[src/inc/msb_pkg.sv]
package msb_pkg;
  // supply measurement in millivolts
  localparam int VOLT_W = 16;
  localparam logic [15:0] START_MV = 16'h128e; // 4750 mV
  localparam logic [15:0] DROP_MV = 16'h1194; // 4500 mV
  localparam logic [15:0] OVER_MV = 16'h34bc; // 13500 mV
  // clock and timing
  localparam int CLK_MHZ = 125;
  localparam int BLINK_MS = 250;
  localparam int BLINK_CYC = BLINK_MS * CLK_MHZ * 1000;
  localparam int SETTLE_US = 100;
  localparam int SETTLE_CYC = SETTLE_US * CLK_MHZ;
  // fault record bit positions
  localparam int FLT_RAIL = 0;
  localparam int FLT_OVER = 1;
  localparam int FLT_W = 2;
  localparam logic [1:0] FLT_NONE = 2'h0;

  typedef enum {
    MSB_OFF,
    MSB_RAMP,
    MSB_ON,
    MSB_FAULT
  } msb_state_t;

  typedef enum {
    MSB_BOOT_SPI,
    MSB_BOOT_MMC8,
    MSB_BOOT_SD4,
    MSB_BOOT_RSVD
  } msb_boot_t;
endpackage : msb_pkg

[src/design/msb_sync.sv]
`timescale 1ns/1ps
// two flip-flop synchroniser per bit
module msb_sync #(
  parameter int W = 1,
  parameter logic [W-1:0] INIT = '0
) (
  input wire logic mclk,
  input wire logic reset,
  input wire logic [W-1:0] din,
  output logic [W-1:0] dout
);
  logic [W-1:0] stage1_reg;
  logic [W-1:0] stage2_reg;
  logic [W-1:0] stage1_next;
  logic [W-1:0] stage2_next;

  // shift chain
  always_comb begin
    stage1_next = din;
    stage2_next = stage1_reg;
  end

  always_ff @(posedge mclk) begin
    if (reset) begin
      stage1_reg <= INIT;
      stage2_reg <= INIT;
    end else begin
      stage1_reg <= stage1_next;
      stage2_reg <= stage2_next;
    end
  end

  assign dout = stage2_reg;
endmodule : msb_sync

[src/design/msb_supervisor.sv]
`timescale 1ns/1ps
// Operation
// - power up once input reaches start level
// - power off when input drops below dropout
// - restart automatically after undervoltage recovery
// - rail or overvoltage fault: off, latch flag
// - latched fault keeps off, red blinks
// - only power cycle clears latched faults
// - green on after power good, off on fail
// - red on in reset, blinks on overvoltage
// - two select pins choose boot source
// - first high second low is reserved
// - low/high: eight-bit MMC, flash unreachable
// - both low: four-bit SD, flash reachable
// - flash select zero never reaches carrier
// - no NAND boot path exists
// - four-bit mode: data0-3, flash, three selects
// - SPI and MMC pin sets mutually exclusive
// - reset input low holds processor in reset
// - reset input defaults active until driven high
// - module reset drives reset output active
module msb_supervisor
  import msb_pkg::*;
#(
  parameter int BLINK_CYCLES = BLINK_CYC,
  parameter int SETTLE_CYCLES = SETTLE_CYC
) (
  input wire logic mclk,
  input wire logic reset,
  input wire logic [VOLT_W-1:0] supplyMv,
  input wire logic railsGood,
  input wire logic resetIn_n,
  input wire logic resetInDriven,
  input wire logic boot_choice_first,
  input wire logic boot_choice_first_driven,
  input wire logic boot_choice_second,
  input wire logic boot_choice_second_driven,
  input wire logic [3:0] spiSelectIn_n,
  input wire logic [7:0] cardDataOut,
  input wire logic [7:0] cardDataOutEn_n,
  output logic moduleEnable,
  output logic cpuReset_n,
  output logic resetOut_n,
  output logic resetOutEn_n,
  output logic greenLed,
  output logic redLed,
  output logic [1:0] bootSource,
  output logic mmcWide,
  output logic bootFlashAvail,
  output logic boot_flash_select_n,
  output logic [2:0] carrierSelect_n,
  output logic [2:0] carrierSelectEn_n,
  output logic [3:0] card_data_line_four,
  output logic [3:0] cardHighEn_n,
  output logic [3:0] cardLowData,
  output logic [3:0] cardLowEn_n,
  output logic [1:0] faultFlags
);
  // refuse counts the timers cannot serve
  if (BLINK_CYCLES < 2 || SETTLE_CYCLES < 1) begin : g_bad_counts
    $error("msb_supervisor: counts too small");
  end

  // pin inputs synchronised; undriven selects and reset pulled per wiring
  logic [3:0] pinRaw;
  logic [3:0] pinSync;
  logic sel1Pin;
  logic sel2Pin;
  logic rstPin_n;
  logic pwrGood;
  logic railSync;
  assign sel1Pin = boot_choice_first_driven ? boot_choice_first : 1'b1;
  assign sel2Pin = boot_choice_second_driven ? boot_choice_second : 1'b1;
  assign rstPin_n = resetInDriven ? resetIn_n : 1'b0;
  assign pinRaw = {railsGood, rstPin_n, sel2Pin, sel1Pin};

  msb_sync #(
    .W(4),
    .INIT(4'h3) // selects idle high, reset and rails low
  ) u_sync (
    .mclk(mclk),
    .reset(reset),
    .din(pinRaw),
    .dout(pinSync)
  );
  assign railSync = pinSync[3];

  // supply samples also cross two stages
  logic [VOLT_W-1:0] volt1_reg;
  logic [VOLT_W-1:0] volt2_reg;
  logic [VOLT_W-1:0] volt1_next;
  logic [VOLT_W-1:0] volt2_next;
  always_comb begin
    volt1_next = supplyMv;
    volt2_next = volt1_reg;
  end
  always_ff @(posedge mclk) begin
    if (reset) begin
      volt1_reg <= '0;
      volt2_reg <= '0;
    end else begin
      volt1_reg <= volt1_next;
      volt2_reg <= volt2_next;
    end
  end

  // thresholds judged only on a word seen twice, never one caught mid-change
  logic voltSteady;
  logic aboveStart;
  logic belowDrop;
  logic overVolt;
  assign voltSteady = volt1_reg == volt2_reg;
  assign aboveStart = voltSteady && volt2_reg >= START_MV;
  assign belowDrop = voltSteady && volt2_reg < DROP_MV;
  assign overVolt = voltSteady && volt2_reg > OVER_MV;

  // power sequencer; module reset is the only power-cycle equivalent
  msb_state_t state_reg;
  msb_state_t state_next;
  logic [31:0] settle_reg;
  logic [31:0] settle_next;
  logic [FLT_W-1:0] flt_reg;
  logic [FLT_W-1:0] flt_next;
  logic inRange;
  assign inRange = !overVolt && railSync;
  always_comb begin
    state_next = state_reg;
    settle_next = settle_reg;
    flt_next = flt_reg;
    if (overVolt) begin
      flt_next[FLT_OVER] = 1'b1;
    end
    if (!railSync && state_reg == MSB_ON) begin
      flt_next[FLT_RAIL] = 1'b1;
    end
    unique case (state_reg)
      MSB_OFF: begin
        settle_next = '0;
        if (flt_next != FLT_NONE) begin
          state_next = MSB_FAULT;
        end else if (aboveStart) begin
          state_next = MSB_RAMP;
        end
      end
      MSB_RAMP: begin
        settle_next = settle_reg + 32'h1;
        if (flt_next != FLT_NONE) begin
          state_next = MSB_FAULT;
        end else if (belowDrop) begin
          state_next = MSB_OFF;
        end else if (settle_reg >= 32'(SETTLE_CYCLES - 1) && inRange) begin
          state_next = MSB_ON;
        end
      end
      MSB_ON: begin
        settle_next = '0;
        if (flt_next != FLT_NONE) begin
          state_next = MSB_FAULT;
        end else if (belowDrop) begin
          state_next = MSB_OFF;
        end
      end
      MSB_FAULT: begin
        settle_next = '0;
        state_next = MSB_FAULT;
      end
    endcase
  end
  always_ff @(posedge mclk) begin
    if (reset) begin
      state_reg <= MSB_OFF;
      settle_reg <= '0;
      flt_reg <= FLT_NONE;
    end else begin
      state_reg <= state_next;
      settle_reg <= settle_next;
      flt_reg <= flt_next;
    end
  end

  // blink timer for red indicator
  logic [31:0] blink_reg;
  logic [31:0] blink_next;
  logic phase_reg;
  logic phase_next;
  always_comb begin
    blink_next = blink_reg + 32'h1;
    phase_next = phase_reg;
    if (blink_reg >= 32'(BLINK_CYCLES - 1)) begin
      blink_next = '0;
      phase_next = !phase_reg;
    end
  end
  always_ff @(posedge mclk) begin
    if (reset) begin
      blink_reg <= '0;
      phase_reg <= 1'b0;
    end else begin
      blink_reg <= blink_next;
      phase_reg <= phase_next;
    end
  end

  // boot decode; reserved code is passed out as its own source value with flash unavailable
  msb_boot_t boot;
  always_comb begin
    unique case ({pinSync[0], pinSync[1]})
      2'b11: boot = MSB_BOOT_SPI;
      2'b10: boot = MSB_BOOT_RSVD;
      2'b01: boot = MSB_BOOT_MMC8;
      default: boot = MSB_BOOT_SD4;
    endcase
  end

  // registered outputs
  logic powered;
  logic modRst;
  assign powered = state_reg == MSB_ON;
  assign pwrGood = powered && state_next == MSB_ON; // falls with the rails, not a cycle later
  assign modRst = !pwrGood || !pinSync[2];
  logic en_next;
  logic cpu_next;
  logic rst_next;
  logic green_next;
  logic red_next;
  logic [1:0] src_next;
  logic wide_next;
  logic avail_next;
  logic [2:0] csEn_next;
  logic [3:0] hiEn_next;
  always_comb begin
    en_next = pwrGood;
    cpu_next = !modRst;
    rst_next = !modRst;
    green_next = pwrGood;
    if (flt_reg[FLT_OVER] || state_reg == MSB_FAULT) begin
      red_next = phase_reg;
    end else begin
      red_next = modRst;
    end
    src_next = 2'(boot);
    wide_next = boot == MSB_BOOT_MMC8;
    avail_next = boot != MSB_BOOT_MMC8 && boot != MSB_BOOT_RSVD;
    csEn_next = wide_next ? 3'h7 : 3'h0;
    hiEn_next = wide_next ? cardDataOutEn_n[7:4] : 4'hf;
  end

  always_ff @(posedge mclk) begin
    if (reset) begin
      moduleEnable <= 1'b0;
      cpuReset_n <= 1'b0;
      resetOut_n <= 1'b0;
      resetOutEn_n <= 1'b0;
      greenLed <= 1'b0;
      redLed <= 1'b1;
      bootSource <= 2'h0;
      mmcWide <= 1'b0;
      bootFlashAvail <= 1'b0;
      boot_flash_select_n <= 1'b1;
      carrierSelect_n <= 3'h7;
      carrierSelectEn_n <= 3'h7;
      card_data_line_four <= 4'h0;
      cardHighEn_n <= 4'hf;
      cardLowData <= 4'h0;
      cardLowEn_n <= 4'hf;
      faultFlags <= FLT_NONE;
    end else begin
      moduleEnable <= en_next;
      cpuReset_n <= cpu_next;
      resetOut_n <= rst_next;
      resetOutEn_n <= rst_next;
      greenLed <= green_next;
      redLed <= red_next;
      bootSource <= src_next;
      mmcWide <= wide_next;
      bootFlashAvail <= avail_next;
      boot_flash_select_n <= avail_next ? spiSelectIn_n[0] : 1'b1;
      carrierSelect_n <= spiSelectIn_n[3:1];
      carrierSelectEn_n <= csEn_next;
      card_data_line_four <= cardDataOut[7:4];
      cardHighEn_n <= hiEn_next;
      cardLowData <= cardDataOut[3:0];
      cardLowEn_n <= cardDataOutEn_n[3:0];
      faultFlags <= flt_reg;
    end
  end
endmodule : msb_supervisor

[config.mk]
export PLATFORM = sky130hd
export DESIGN_NAME = msb_supervisor
export DESIGN_NICKNAME = d
export VERILOG_FILES = /design/src/inc/msb_pkg.sv /design/src/design/msb_sync.sv /design/src/design/msb_supervisor.sv
export SDC_FILE = /design/constraint.sdc
export NUM_CORES = 1
export LEC_CHECK = 0
export BUFFER_PORTS_ARGS = -buffer_cell sky130_fd_sc_hd__buf_2
export CAP_MARGIN = 20
export CORE_MARGIN = 3
export CORE_UTILIZATION = 59
export CTS_BUF_LIST = sky130_fd_sc_hd__clkbuf_8
export DETAILED_ROUTE_END_ITERATION = 10
export GPL_ROUTABILITY_DRIVEN = 0
export PLACE_DENSITY = 0.81
export SYNTH_ARGS = -nofsm -noshare
export SYNTH_HDL_FRONTEND = slang
export SYNTH_SLANG_ARGS = --single-unit
[constraint.sdc]
create_clock -name mclk -period 5.9 [get_ports mclk]
set_clock_uncertainty 0.1 [all_clocks]
set_input_delay 0.59 -clock mclk [delete_from_list [all_inputs] [get_ports mclk]]
set_output_delay 0.59 -clock mclk [all_outputs]
set_load 0.01 [all_outputs]
### Yosys cells after proc, flatten, opt, wreduce, memory -nomap -nowiden

Index checks and enable logic that the tools add are counted.

| storage, ports and cells | value |
|---|---|
| register bits after elaboration | 171 |
| input port bits | 45 |

| operators by class | value |
|---|---|
| bitwise operators | 5 |
| equality and inequality tests | 13 |
| reduce and logical (&&, ||, !) cells | 25 |
| $lt $le $gt $ge | 5 |
| $add $sub $neg | 2 |
| muxes and demuxes | 14 |

Operators by type and width:

| operator | number |
|---|---|
| $mux W32 | 7 |
| $pmux W32 S4 | 1 |
| $eq A32 B2 Y1 const B | 3 |
| $eq A32 B3 Y1 const B | 3 |
| $add A32 B1 Y32 const B | 2 |
| $pmux W32 S2 | 1 |
| $eq A32 B1 Y1 const B | 1 |
| $ge A32 B14 Y1 const B | 1 |
| $ge A32 B25 Y1 const B | 1 |
| $logic_not A32 Y1 | 1 |
| $ne A32 B2 Y1 const B | 1 |
| $ne A32 B3 Y1 const B | 1 |
| $eq A16 B16 Y1 | 1 |
| $ge A16 B13 Y1 const B | 1 |
| $gt A16 B14 Y1 const B | 1 |
| $lt A16 B13 Y1 const B | 1 |
| $reduce_or A2 Y1 | 6 |
| $logic_and A1 B1 Y1 | 8 |
| $logic_not A1 Y1 | 6 |
| $pmux W2 S3 | 1 |
| $not A1 Y1 | 5 |
| $eq A2 B2 Y1 const B | 2 |
| $mux W1 | 3 |
| $mux W3 | 1 |
| 4 further kinds | 5 |

### Longest topological paths before layout

Gate-level depths: netlist of the first run.

| logic depth | value |
|---|---|
| depth after elaboration | 14 |
| gate-level depth with buffers | 10 |
| mapped depth without buffers | 8 |

### Modules after synthesis

A second synthesis of the first run with hierarchy kept.

| second synthesis, totals | value |
|---|---|
| cells, all modules | 623 |
| area total of the unflattened synthesis | 6,150.9 um^2 |

By module, submodules not included:

| module | sequential area each (um^2) | area each (um^2) | cells each | times used |
|---|---|---|---|---|
| msb_supervisor | 3,223.1 | 5,940.7 | 607 | 1 |
| msb_sync | 160.2 | 210.2 | 16 | 1 |

### Worst setup path before layout of the first run

No wires, ideal clock.

| timing path | value |
|---|---|
| kind | flip-flop to flip-flop |
| start point | reg volt2_reg[12] |
| end point | reg redLed |
| arrival time | 2.011 ns |
| data required time | 5.680 ns |
| period minus slack after synthesis | 2.231 ns |
| slack | 3.669 ns |
| cell stages (with the launch flop) | 8 |
| library setup time | 0.120 ns |
| cell sequence | dfxtp_1 > nand3_1 > or4_1 > nor3_2 > a311oi_2 > nand2b_4 > or4_1 > o31a_1 |

| on the way | value |
|---|---|
| longest elaborated chain between the ends | 14 |
| elaborated cells on any way between the ends | 25 |

RTL lines:

| what | line | RTL |
|---|---|---|
| from (decl) | msb_supervisor.sv:90 | `logic [VOLT_W-1:0] volt2_reg;` |
| from (signal assigned) | msb_supervisor.sv:103 | `volt2_reg <= volt2_next;` |
| $gt A16 B14 Y1 or $eq A16 B16 Y1 (tied branches) | msb_supervisor.sv:115, msb_supervisor.sv:112 |  |
| $logic_and A1 B1 Y1 | msb_supervisor.sv:115 | `assign overVolt = voltSteady && volt2_reg > OVER_MV;` |
| $logic_not A1 Y1 | msb_supervisor.sv:125 | `assign inRange = !overVolt && railSync;` |
| $logic_and A1 B1 Y1 | msb_supervisor.sv:125 |  |
| $logic_and A1 B1 Y1 | msb_supervisor.sv:151 | `end else if (settle_reg >= 32'(SETTLE_CYCLES - 1) && inRange) begin` |
| $mux W32 | msb_supervisor.sv:151 |  |
| $mux W32 | msb_supervisor.sv:149 | `end else if (belowDrop) begin` |
| $mux W32 | msb_supervisor.sv:147 | `if (flt_next != FLT_NONE) begin` |
| $pmux W32 S4 * | msb_supervisor.sv:136 | `unique case (state_reg)` |
| $eq A32 B3 Y1 * | msb_supervisor.sv:219 | `assign pwrGood = powered && state_next == MSB_ON;` |
| $logic_and A1 B1 Y1 * | msb_supervisor.sv:219 |  |
| $logic_not A1 Y1 * | msb_supervisor.sv:220 | `assign modRst = !pwrGood \|\| !pinSync[2];` |
| $logic_or A1 B1 Y1 * | msb_supervisor.sv:220 |  |
| $mux W1 * | msb_supervisor.sv:236 | `if (flt_reg[FLT_OVER] \|\| state_reg == MSB_FAULT) begin` |
| to (signal assigned) | msb_supervisor.sv:273 | `redLed <= red_next;` |
| to (decl) | msb_supervisor.sv:46 | `output logic redLed,` |

Mark *: on every way between the ends. The rest lies on a longest branch, timed or not.
A chain may end at the register's enable or synchronous reset.

### Worst setup path in the final report of the first run

| timing path | value |
|---|---|
| start point | reg volt2_reg[2] |
| end point | reg state_reg[4] |

| on the way | value |
|---|---|
| longest elaborated chain between the ends | 9 |
| elaborated cells on any way between the ends | 20 |

RTL lines:

| what | line | RTL |
|---|---|---|
| $gt A16 B14 Y1 or $eq A16 B16 Y1 (tied branches) | msb_supervisor.sv:115, msb_supervisor.sv:112 |  |
| $logic_and A1 B1 Y1 | msb_supervisor.sv:115 |  |
| $logic_not A1 Y1 | msb_supervisor.sv:125 |  |
| $logic_and A1 B1 Y1 | msb_supervisor.sv:125 |  |
| $logic_and A1 B1 Y1 | msb_supervisor.sv:151 |  |
| $mux W32 | msb_supervisor.sv:151 |  |
| $mux W32 | msb_supervisor.sv:149 |  |
| $mux W32 | msb_supervisor.sv:147 |  |
| $pmux W32 S4 * | msb_supervisor.sv:136 |  |
| to (signal assigned) | msb_supervisor.sv:175 | `state_reg <= state_next;` |
| to (decl) | msb_supervisor.sv:118 | `msb_state_t state_reg;` |

Marks and branches as above.

==> metrics.yaml, run 1 <==
clock_tree:
  cts.htree.levels: 4
  count_of_clock_tree_sinks: 169
  worst_setup_hold_path_clk_slew_ps: 80
  cts_setup_buffers: 0
  tritoncts.num_buffers: 17
  latest_clock_arrival_within_the_worst_skew_pair_ps: 440
  cts_tree: "done"
  postCtsHoldBufs: 0
  max-clock-path-buffers: 2
  clockRootBuffer: "sky130_fd_sc_hd__clkbuf_8"
  post_cts_resized: 0
die:
  die_width_um: 108
  core_area_um2: 9950
  die-area_um2: 11700
  io_pins: 80
  floorplan.initialDensity_pct: 61.9
  die_height_um: 108
  placement_rows: 36
synth:
  synthesized_instance_count: 631
  synthTopCellsByArea: "sky130_fd_sc_hd__dfxtp_1 (55%), sky130_fd_sc_hd__xor2_1 (6.4%), sky130_fd_sc_hd__nor2_1 (5.1%), sky130_fd_sc_hd__nor2b_1 (4.8%), sky130_fd_sc_hd__xnor2_1 (3.3%)"
  number_of_unique_standard_cell_types_used_by_synthesis: 48
  synth-edff-count: 0
  asyncSetResetFlopFracSynth_pct: 0
  yosys_reg_bits: 169
  yosysSeqAreaShare_pct: 54.9
  post-synth-top-area-fraction_pct: 54.9
  syn_area_per_cell_um2: 9.77
  synth_top_area_cell: "sky130_fd_sc_hd__dfxtp_1"
  postSynth.topFlopCell: "sky130_fd_sc_hd__dfxtp_1"
  synth-warning-count: 0
  cell_area_synth_um2: 6160
sta:
  holdWs_ps: 224
  timing.max_slew.rel_slack_pct: 35.1
  layout_setup_ws_ps: 3210
  grt_setup_unrepaired: "false"
  setup_viol: 0
  fin_setup_tns_ps: 0
  worst_pin_slew_ps: 973
  timing.fmax_ghz: 0.371
  timing_hold_violations_final: 0
  timing.final.crit_period_ps: 2690
  timing.final.crit_share_pct: 45.7
  maxSlewViolCount: 0
worst_setup_path:
  setup.worst_path.class: "reg2reg"
  setup.worst_path.start_class: "register"
  critical_path_buf_inv_count: 0
  critical-path-max-stage-delay_ps: 470
  crit_path_leading_delay_family: "compound AO/OA/AOI/OAI gates"
  critical_path.cell_chain: "xor2_1, nor4_1, nand4_1, a311oi_2, o211ai_1, a31oi_2, and2_1"
  nature_of_the_critical_path_endpoint: "register"
  critical_path.max_fanout: 14
  cp_data_required_time_ps: 6180
  cp_slowest_cell: "sky130_fd_sc_hd__a31oi_2"
  cp.arrival_ps: 2970
pwr:
  leakagePower_uw: 0.00277
  powerDensity_nw_per_um2: 307
  clkPwrFrac_pct: 35.3
  sw_frac_of_total_pct: 24.1
  power_frac_comb_pct: 8.8
  seq_power_share_pct: 56.0
  net-switching-power_uw: 520
  vdd_ir_drop_max_v: 0.000229
  internal_power_uw: 1640
route:
  detail_route.drc_violations: 0
  drtIter0Drc: 192
  avgRoutedWirePerCell_um: 12.7
  post_drt_via_cell_ratio: 5.14
  detailedRoute.firstPassIterationCount: 4
  detailroute.via_count: 4402
  drt-total-wl_mm: 10.9
  count_of_nets_left_with_antenna_violations_after_detail_routing: 0
finish:
  area_delta_synth_final_pct: 13.9
  mostFrequentLayoutCell: "sky130_fd_sc_hd__dfxtp_1"
  num-nets-final: 763
  mostFrequentLayoutCells: "sky130_fd_sc_hd__dfxtp_1 (169), sky130_fd_sc_hd__nor2_1 (84), sky130_fd_sc_hd__buf_2 (79)"
  fillCellCount: 790
  antenna_diode_count: 0
  layout_cells_sized_above_1_pct: 18.0
run_status:
  outcome: "finished, final reports clean"
place:
  numPortBuffers: 79
  dp_hpwl_mm: 7.68
  placement.setup.worst_slack_ps: 3270
global_route:
  globalRoute.totalOverflow: 0
  antenna_found_initial: 1
  grt_use_total_pct: 20.2
  global_route_wire_length_before_repair_mm: 18.8
  maximum_number_of_pins_on_one_net_before_global_route_repair: 72
  grt_pass1_vias: 4309
min_path:
  worstHoldPathType: "in2reg"
job:
  max_cap_violations: 0
-- kinds of logic after synthesis --
group | share of synthesized area (%)
AOI/OAI and AO/OA | 4.95
xor gates and xnor gates | 9.66
adders and majority gates | 1.01
buffers and inverters | 2.52
DFF | 54.9
other | 0.0608
and+or+nand+nor | 26.9
-- synth_stat cells, types with 2 or more instances --
library cell,number
sky130_fd_sc_hd__dfxtp_1,169
sky130_fd_sc_hd__nor2_1,84
sky130_fd_sc_hd__nor2b_1,47
sky130_fd_sc_hd__xor2_1,45
sky130_fd_sc_hd__and2_1,32
sky130_fd_sc_hd__nand2_1,30
sky130_fd_sc_hd__xnor2_1,23
sky130_fd_sc_hd__nor4_1,22
sky130_fd_sc_hd__nand3_1,21
sky130_fd_sc_hd__clkbuf_1,16
sky130_fd_sc_hd__nand4_1,16
sky130_fd_sc_hd__inv_1,13
sky130_fd_sc_hd__nor3_1,12
sky130_fd_sc_hd__a21oi_1,11
sky130_fd_sc_hd__or2_2,11
sky130_fd_sc_hd__o21ai_0,10
sky130_fd_sc_hd__and3_1,8
sky130_fd_sc_hd__or3_1,7
sky130_fd_sc_hd__nand2b_1,6
sky130_fd_sc_hd__buf_4,5
sky130_fd_sc_hd__ha_1,5
sky130_fd_sc_hd__and4_1,4
sky130_fd_sc_hd__or4_1,4
sky130_fd_sc_hd__a31oi_1,2
sky130_fd_sc_hd__o211ai_1,2
sky130_fd_sc_hd__o31a_1,2
sky130_fd_sc_hd__o31ai_1,2
sky130_fd_sc_hd__or3b_2,2
-- metal layers --
layer | vias up | wire length [µm] | track usage [%]
met5 | - | 13 | 0
met4 | 2 | 114 | 7.66
met3 | 10 | 756 | 7.40
met2 | 116 | 5170 | 33.1
met1 | 2013 | 4820 | 24.3
li1 | 2261 | - | -
-- stage by stage --
stage	total power [µW]	util (%)	cells	area [µm²]
2_1_floorplan	1370	-	637	6190
3_3_place_gp	1420	66.8	827	6650
6_report	2160	70.5	857	7020
3_5_place_dp	1420	66.8	827	6650
5_1_grt	2260	70.5	857	7020
4_1_cts	2180	70.5	857	7020
-- power by group through the flow --
| stage | Sequential, µW | Clock (µW) | Combinational (µW) |
|---|---|---|---|
| final | 1210 | 761 | 190 |
| after global routing | 1210 | 833 | 214 |
| after CTS | 1210 | 781 | 192 |
| after detailed placement | 1230 | 0 | 191 |
| after global placement | 1230 | 0 | 185 |
| after floorplan | 1230 | 0 | 144 |
-- worst reg2reg max path, stage by stage, from the launching register on --
cell and delay [ps]:
sky130_fd_sc_hd__dfxtp_1 360, sky130_fd_sc_hd__xor2_1 180, sky130_fd_sc_hd__nor4_1 460, sky130_fd_sc_hd__nand4_1 260, sky130_fd_sc_hd__a311oi_2 410, sky130_fd_sc_hd__o211ai_1 190, sky130_fd_sc_hd__a31oi_2 470, sky130_fd_sc_hd__and2_1 200
-- area by class of cell --
class	count	area [µm²]	share of cell area [%]
sequential	169	3380	48.2
multi-input combinational	432	2650	37.7
timing repair buffer	80	403	5.74
clock inverter	11	109	1.55
clock buffer	19	262	3.72
inverter	13	48.8	0.695
tap	133	166	2.37
-- path summary, 6_finish.rpt --
path,from,to,slack [ps],cells after the start
setup / recovery,volt2_reg[2]$_SDFF_PP0_,state_reg[4]$_SDFF_PP0_,3210,7
hold / removal,spiSelectIn_n[0],boot_flash_select_n$_SDFF_PP1_,220,2
setup reg to reg,volt2_reg[2]$_SDFF_PP0_,state_reg[4]$_SDFF_PP0_,3210,7
hold reg to reg,u_sync.stage1_reg[1]$_SDFF_PP1_,u_sync.dout[1]$_SDFF_PP1_,320,1
Note: power is estimated with default switching activity, not from simulation.
==> inputs of run 2 (changes only) <==
--- a/config.mk
+++ b/config.mk
@@ -8,11 +8,11 @@
 export BUFFER_PORTS_ARGS = -buffer_cell sky130_fd_sc_hd__buf_2
 export CAP_MARGIN = 20
 export CORE_MARGIN = 3
-export CORE_UTILIZATION = 59
+export CORE_UTILIZATION = 54
 export CTS_BUF_LIST = sky130_fd_sc_hd__clkbuf_8
 export DETAILED_ROUTE_END_ITERATION = 10
 export GPL_ROUTABILITY_DRIVEN = 0
-export PLACE_DENSITY = 0.81
+export PLACE_DENSITY = 0.78
 export SYNTH_ARGS = -nofsm -noshare
 export SYNTH_HDL_FRONTEND = slang
 export SYNTH_SLANG_ARGS = --single-unit
==> constraint.sdc (replaced) <==
create_clock -name mclk -period 2.3 [get_ports mclk]
set_clock_uncertainty 0.1 [all_clocks]
set_input_delay 0.23 -clock mclk [delete_from_list [all_inputs] [get_ports mclk]]
set_output_delay 0.23 -clock mclk [all_outputs]
set_load 0.01 [all_outputs]
==> metrics.yaml, run 2 (synthesis results as in run 1) <==
run_status:
  outcome: "complete, but fails checks"
  failing_checks: "setup timing"
finish:
  fin_area_um2: 7860
  area_delta_synth_final_pct: 27.4
  num-nets-final: 839
  layout_cells_sized_above_1_pct: 23.6
  final_util_pct: 71.5
  mostFrequentLayoutCells: "sky130_fd_sc_hd__dfxtp_1 (160), sky130_fd_sc_hd__nor2_1 (84), sky130_fd_sc_hd__buf_2 (79)"
  antenna_diode_count: 0
  final_cell_count_no_fill: 941
  mostFrequentLayoutCell: "sky130_fd_sc_hd__dfxtp_1"
worst_setup_path:
  nature_of_the_critical_path_endpoint: "register"
  r2r-start: "volt1_reg[11]$_SDFF_PP0_"
  reg2reg_setup_slack_ps: -200
  regToRegEndpoint: "state_reg[7]$_SDFF_PP0_"
  cp_data_required_time_ps: 2540
  worst_r2r_path_depth: 9
  cp.arrival_ps: 2750
  setup.worst_path.start_class: "register"
  setup.worst_path.class: "reg2reg"
  critical_path.max_fanout: 14
place:
  dpl_cell_area_um2: 6890
  placement.setup.worst_slack_ps: -101
  dp_hpwl_mm: 8.35
  numPortBuffers: 79
  dpl.cell_count: 863
die:
  die_height_um: 113
  die_width_um: 113
  io_pins: 80
  floorplan.initialDensity_pct: 56.1
  die-area_um2: 12700
  placement_rows: 38
  core_area_um2: 11000
route:
  count_of_nets_left_with_antenna_violations_after_detail_routing: 0
  detail_route.drc_violations: 0
  avgRoutedWirePerCell_um: 13.6
  detailroute.via_count: 4783
  post_drt_via_cell_ratio: 5.08
  detailedRoute.firstPassIterationCount: 4
  drtIter0Drc: 302
  drt-total-wl_mm: 12.8
sta:
  layout_setup_ws_ps: -202
  maxSlewViolCount: 0
  worst_pin_slew_ps: 666
  grt_setup_unrepaired: "true"
  timing_hold_violations_final: 0
  timing.fmax_ghz: 0.400
  timing.final.crit_share_pct: 109
  timing.max_slew.rel_slack_pct: 55.6
  timing.final.crit_period_ps: 2500
  setup_viol: 34
clock_tree:
  latest_clock_arrival_within_the_worst_skew_pair_ps: 450
  clockRootBuffer: "sky130_fd_sc_hd__clkbuf_8"
  max-clock-path-buffers: 2
  cts_tree: "done"
  tritoncts.num_buffers: 17
  worst_setup_hold_path_clk_slew_ps: 80
  cts.htree.levels: 4
  count_of_clock_tree_sinks: 169
job:
  max_cap_violations: 0
min_path:
  worstHoldPathCells: 5
  worstHoldPathType: "in2reg"
  holdPathEnd: "resetOutEn_n$_SDFF_PP0_"
  hp-start: "reset"
global_route:
  globalRoute.totalOverflow: 0
  grt_pass1_vias: 4757
  maximum_number_of_pins_on_one_net_before_global_route_repair: 72
  grt_use_total_pct: 20.4
  antenna_found_initial: 0
  global_route_wire_length_before_repair_mm: 21.1
pwr:
  leakagePower_uw: 0.00317
  powerDensity_nw_per_um2: 744
  vdd_ir_drop_max_v: 0.000608
  p_total_uw: 5850
==> run 2: cell types whose count changed in the layout (fill, tap and decap cells not counted), moves of 3 or more <==
cell | previous run | this run
sky130_fd_sc_hd__buf_4 | 1 | 32
sky130_fd_sc_hd__dlygate4sd3_1 | 0 | 43
sky130_fd_sc_hd__nor4_1 | 22 | 17
sky130_fd_sc_hd__and2_4 | 0 | 3
sky130_fd_sc_hd__and2_1 | 32 | 29
sky130_fd_sc_hd__dfxtp_1 | 169 | 160
sky130_fd_sc_hd__inv_6 | 0 | 3
sky130_fd_sc_hd__dfxtp_2 | 0 | 9
sky130_fd_sc_hd__nor4_2 | 1 | 4
==> run 2: repair_timing <==
| action | in CTS | in global routing |
|---|---|---|
| hold buffers | 43 | 0 |
| endpoints found under the setup margin | 34 | 63 |
| pin swaps | 3 | 17 |
| cloned | 0 | 0 |
| resized for setup | 7 | 24 |
| endpoints found under the hold margin | 40 | 0 |
| buffers inserted | 1 | 3 |
==> run 2: power breakdown <==
part	total, µW	switching [µW]	internal, µW
logic	715	384	331
registers	3100	77.5	3020
clock network	2030	1020	1010
total	5850	1480	4360
==> run 2: worst max-delay path by stage <==
stage	slack, ps	to	start
finish	-200	state_reg[7]$_SDFF_PP0_	volt1_reg[11]$_SDFF_PP0_
global route	-400	state_reg[7]$_SDFF_PP0_	volt1_reg[11]$_SDFF_PP0_
CTS	-10	state_reg[1]$_SDFF_PP0_	volt2_reg[2]$_SDFF_PP0_
detailed placement	-100	state_reg[5]$_SDFF_PP0_	volt2_reg[3]$_SDFF_PP0_
global placement	-70	state_reg[11]$_SDFF_PP0_	volt2_reg[3]$_SDFF_PP0_
floorplan	70	redLed$_SDFF_PP1_	volt2_reg[12]$_SDFF_PP0_
==> run 2: metrics by stage <==
stage                     setup TNS [ps]  hold WS (ps)
after CTS                          -11.4           130
after floorplan                        0           229
final                              -4670           193
after detailed placement           -1840           292
after global routing              -11710           175
after global placement             -1210           292
==> run 2: layout make-up <==
type	count	area (µm²)
clock buffer	19	262
clock inverter	12	123
tap	140	175
timing repair buffer	156	1100
multi-input combinational	432	2760
sequential	169	3390
fill	799	3130
inverter	13	48.8
==> run 2: worst max-delay path, stage by stage (launching register included) <==
cell and delay, ps:
sky130_fd_sc_hd__dfxtp_1 330, sky130_fd_sc_hd__xor2_1 170, sky130_fd_sc_hd__nor4_1 400, sky130_fd_sc_hd__nand4_1 280, sky130_fd_sc_hd__buf_4 230, sky130_fd_sc_hd__o311a_1 360
sky130_fd_sc_hd__o21ai_2 120, sky130_fd_sc_hd__a31oi_2 100, sky130_fd_sc_hd__buf_6 160, sky130_fd_sc_hd__and2_1 150
==> run 2: metal layers <==
metal / wire [µm] / vias to the layer above / global-route usage, %
met5: 0 / - / 0
met4: 208 / 0 / 8.49
met3: 568 / 22 / 5.94
met2: 6230 / 99 / 33.3
met1: 5770 / 2239 / 25.3
li1: - / 2423 / -
==> inputs of run 3 (changes only) <==
--- a/config.mk
+++ b/config.mk
@@ -13,6 +13,7 @@
 export DETAILED_ROUTE_END_ITERATION = 10
 export GPL_ROUTABILITY_DRIVEN = 0
 export PLACE_DENSITY = 0.78
+export SKIP_CTS_REPAIR_TIMING = 1
 export SYNTH_ARGS = -nofsm -noshare
 export SYNTH_HDL_FRONTEND = slang
 export SYNTH_SLANG_ARGS = --single-unit
==> metrics.yaml, run 3 (synthesis results as in run 1) <==
worst_setup_path:
  setup.worst_path.start_class: "register"
  setup.worst_path.class: "reg2reg"
  cp_data_required_time_ps: 2540
  critical_path.max_fanout: 14
  r2r-start: "volt2_reg[2]$_SDFF_PP0_"
  cp.arrival_ps: 2740
  worst_r2r_path_depth: 9
  regToRegEndpoint: "state_reg[4]$_SDFF_PP0_"
  reg2reg_setup_slack_ps: -200
  nature_of_the_critical_path_endpoint: "register"
finish:
  area_delta_synth_final_pct: 27.8
  mostFrequentLayoutCell: "sky130_fd_sc_hd__dfxtp_1"
  num-nets-final: 841
  mostFrequentLayoutCells: "sky130_fd_sc_hd__dfxtp_1 (164), sky130_fd_sc_hd__nor2_1 (84), sky130_fd_sc_hd__buf_2 (79)"
  antenna_diode_count: 0
  layout_cells_sized_above_1_pct: 23.2
sta:
  timing_hold_violations_final: 0
  timing.fmax_ghz: 0.401
  layout_setup_ws_ps: -196
  grt_setup_unrepaired: "true"
  timing.final.crit_period_ps: 2500
  setup_viol: 34
  timing.max_slew.rel_slack_pct: 56.2
  timing.final.crit_share_pct: 109
  maxSlewViolCount: 0
  fin_setup_tns_ps: -4050
  worst_pin_slew_ps: 657
die:
  io_pins: 80
  die-area_um2: 12700
  placement_rows: 38
  floorplan.initialDensity_pct: 56.1
  die_height_um: 113
  core_area_um2: 11000
  die_width_um: 113
pwr:
  powerDensity_nw_per_um2: 742
  p_total_uw: 5850
  vdd_ir_drop_max_v: 0.000580
  leakagePower_uw: 0.00318
route:
  detailedRoute.firstPassIterationCount: 5
  avgRoutedWirePerCell_um: 13.6
  drtIter0Drc: 274
  count_of_nets_left_with_antenna_violations_after_detail_routing: 0
  drt-total-wl_mm: 12.8
  post_drt_via_cell_ratio: 5.07
  detailroute.via_count: 4782
  detail_route.drc_violations: 0
min_path:
  hp-start: "reset"
  worstHoldPathType: "in2reg"
  holdPathEnd: "resetOutEn_n$_SDFF_PP0_"
  worstHoldPathCells: 5
global_route:
  global_route_wire_length_before_repair_mm: 19.6
  maximum_number_of_pins_on_one_net_before_global_route_repair: 72
  grt_use_total_pct: 18.8
  antenna_found_initial: 0
  globalRoute.totalOverflow: 0
  grt_pass1_vias: 4499
place:
  numPortBuffers: 79
  dp_hpwl_mm: 8.35
clock_tree:
  count_of_clock_tree_sinks: 169
  latest_clock_arrival_within_the_worst_skew_pair_ps: 450
  cts_tree: "done"
  worst_setup_hold_path_clk_slew_ps: 70
  cts.htree.levels: 4
  clockRootBuffer: "sky130_fd_sc_hd__clkbuf_8"
  max-clock-path-buffers: 2
  tritoncts.num_buffers: 17
run_status:
  failing_checks: "setup timing"
  outcome: "complete, but fails checks"
job:
  max_cap_violations: 0
-- run 3: changes by cell type in the layout (fill, tap and decap cells not counted), sizes merged --
cell | previous run | this run
buf | 113 | 115
-- run 3: power by group --
part / switching, µW / internal (µW)
clock network: 1010 / 1010
registers: 81.1 / 3020
logic: 384 / 336
-- run 3: cell type report --
| cell class | count | area (µm²) |
|---|---|---|
| inverters | 13 | 48.8 |
| clock inverters | 12 | 123 |
| flip-flops and latches | 169 | 3390 |
| well taps | 140 | 175 |
| multi-input cells | 432 | 2770 |
| clock buffers | 19 | 262 |
| repair buffers | 158 | 1120 |
| fillers | 788 | 3100 |
-- run 3: worst max path at each step --
stage                             startpoint                        to  cells past startpoint
floorplan           volt2_reg[12]$_SDFF_PP0_         redLed$_SDFF_PP1_                      7
global placement     volt2_reg[3]$_SDFF_PP0_  state_reg[11]$_SDFF_PP0_                      8
detailed placement   volt2_reg[3]$_SDFF_PP0_   state_reg[5]$_SDFF_PP0_                      8
CTS                  volt2_reg[3]$_SDFF_PP0_   state_reg[5]$_SDFF_PP0_                      8
global route        volt1_reg[11]$_SDFF_PP0_   state_reg[7]$_SDFF_PP0_                      9
finish               volt2_reg[2]$_SDFF_PP0_   state_reg[4]$_SDFF_PP0_                      9
-- run 3: routing by layer --
layer  vias up  share of wire [%]  GRT usage (%)
met2       108                 50           30.3
met3        16                4.3           5.78
li1       2425                  -              -
met4         0                1.1           8.49
met1      2233                 45           23.4
met5         -                  0              0
-- run 3: metrics by stage --
step	hold WS, ps	cells	setup WS (ps)	util (%)	cell area (µm²)
after floorplan	229	637	69.2	-	6190
after global placement	292	863	-74.2	62.7	6890
after detailed placement	292	863	-101	62.7	6890
after CTS	-178	894	-139	66.2	7270
after global routing	179	943	-361	71.7	7880
final	196	943	-196	71.7	7880
-- run 3: worst max-delay path, cell delays in order, from the launching register on --
cell	delay, ps
sky130_fd_sc_hd__dfxtp_1	330
sky130_fd_sc_hd__xor2_1	180
sky130_fd_sc_hd__nor4_2	400
sky130_fd_sc_hd__nand4_1	270
sky130_fd_sc_hd__buf_4	230
sky130_fd_sc_hd__o311a_1	350
sky130_fd_sc_hd__o21ai_2	120
sky130_fd_sc_hd__a31oi_2	100
sky130_fd_sc_hd__buf_6	160
sky130_fd_sc_hd__and2_1	150
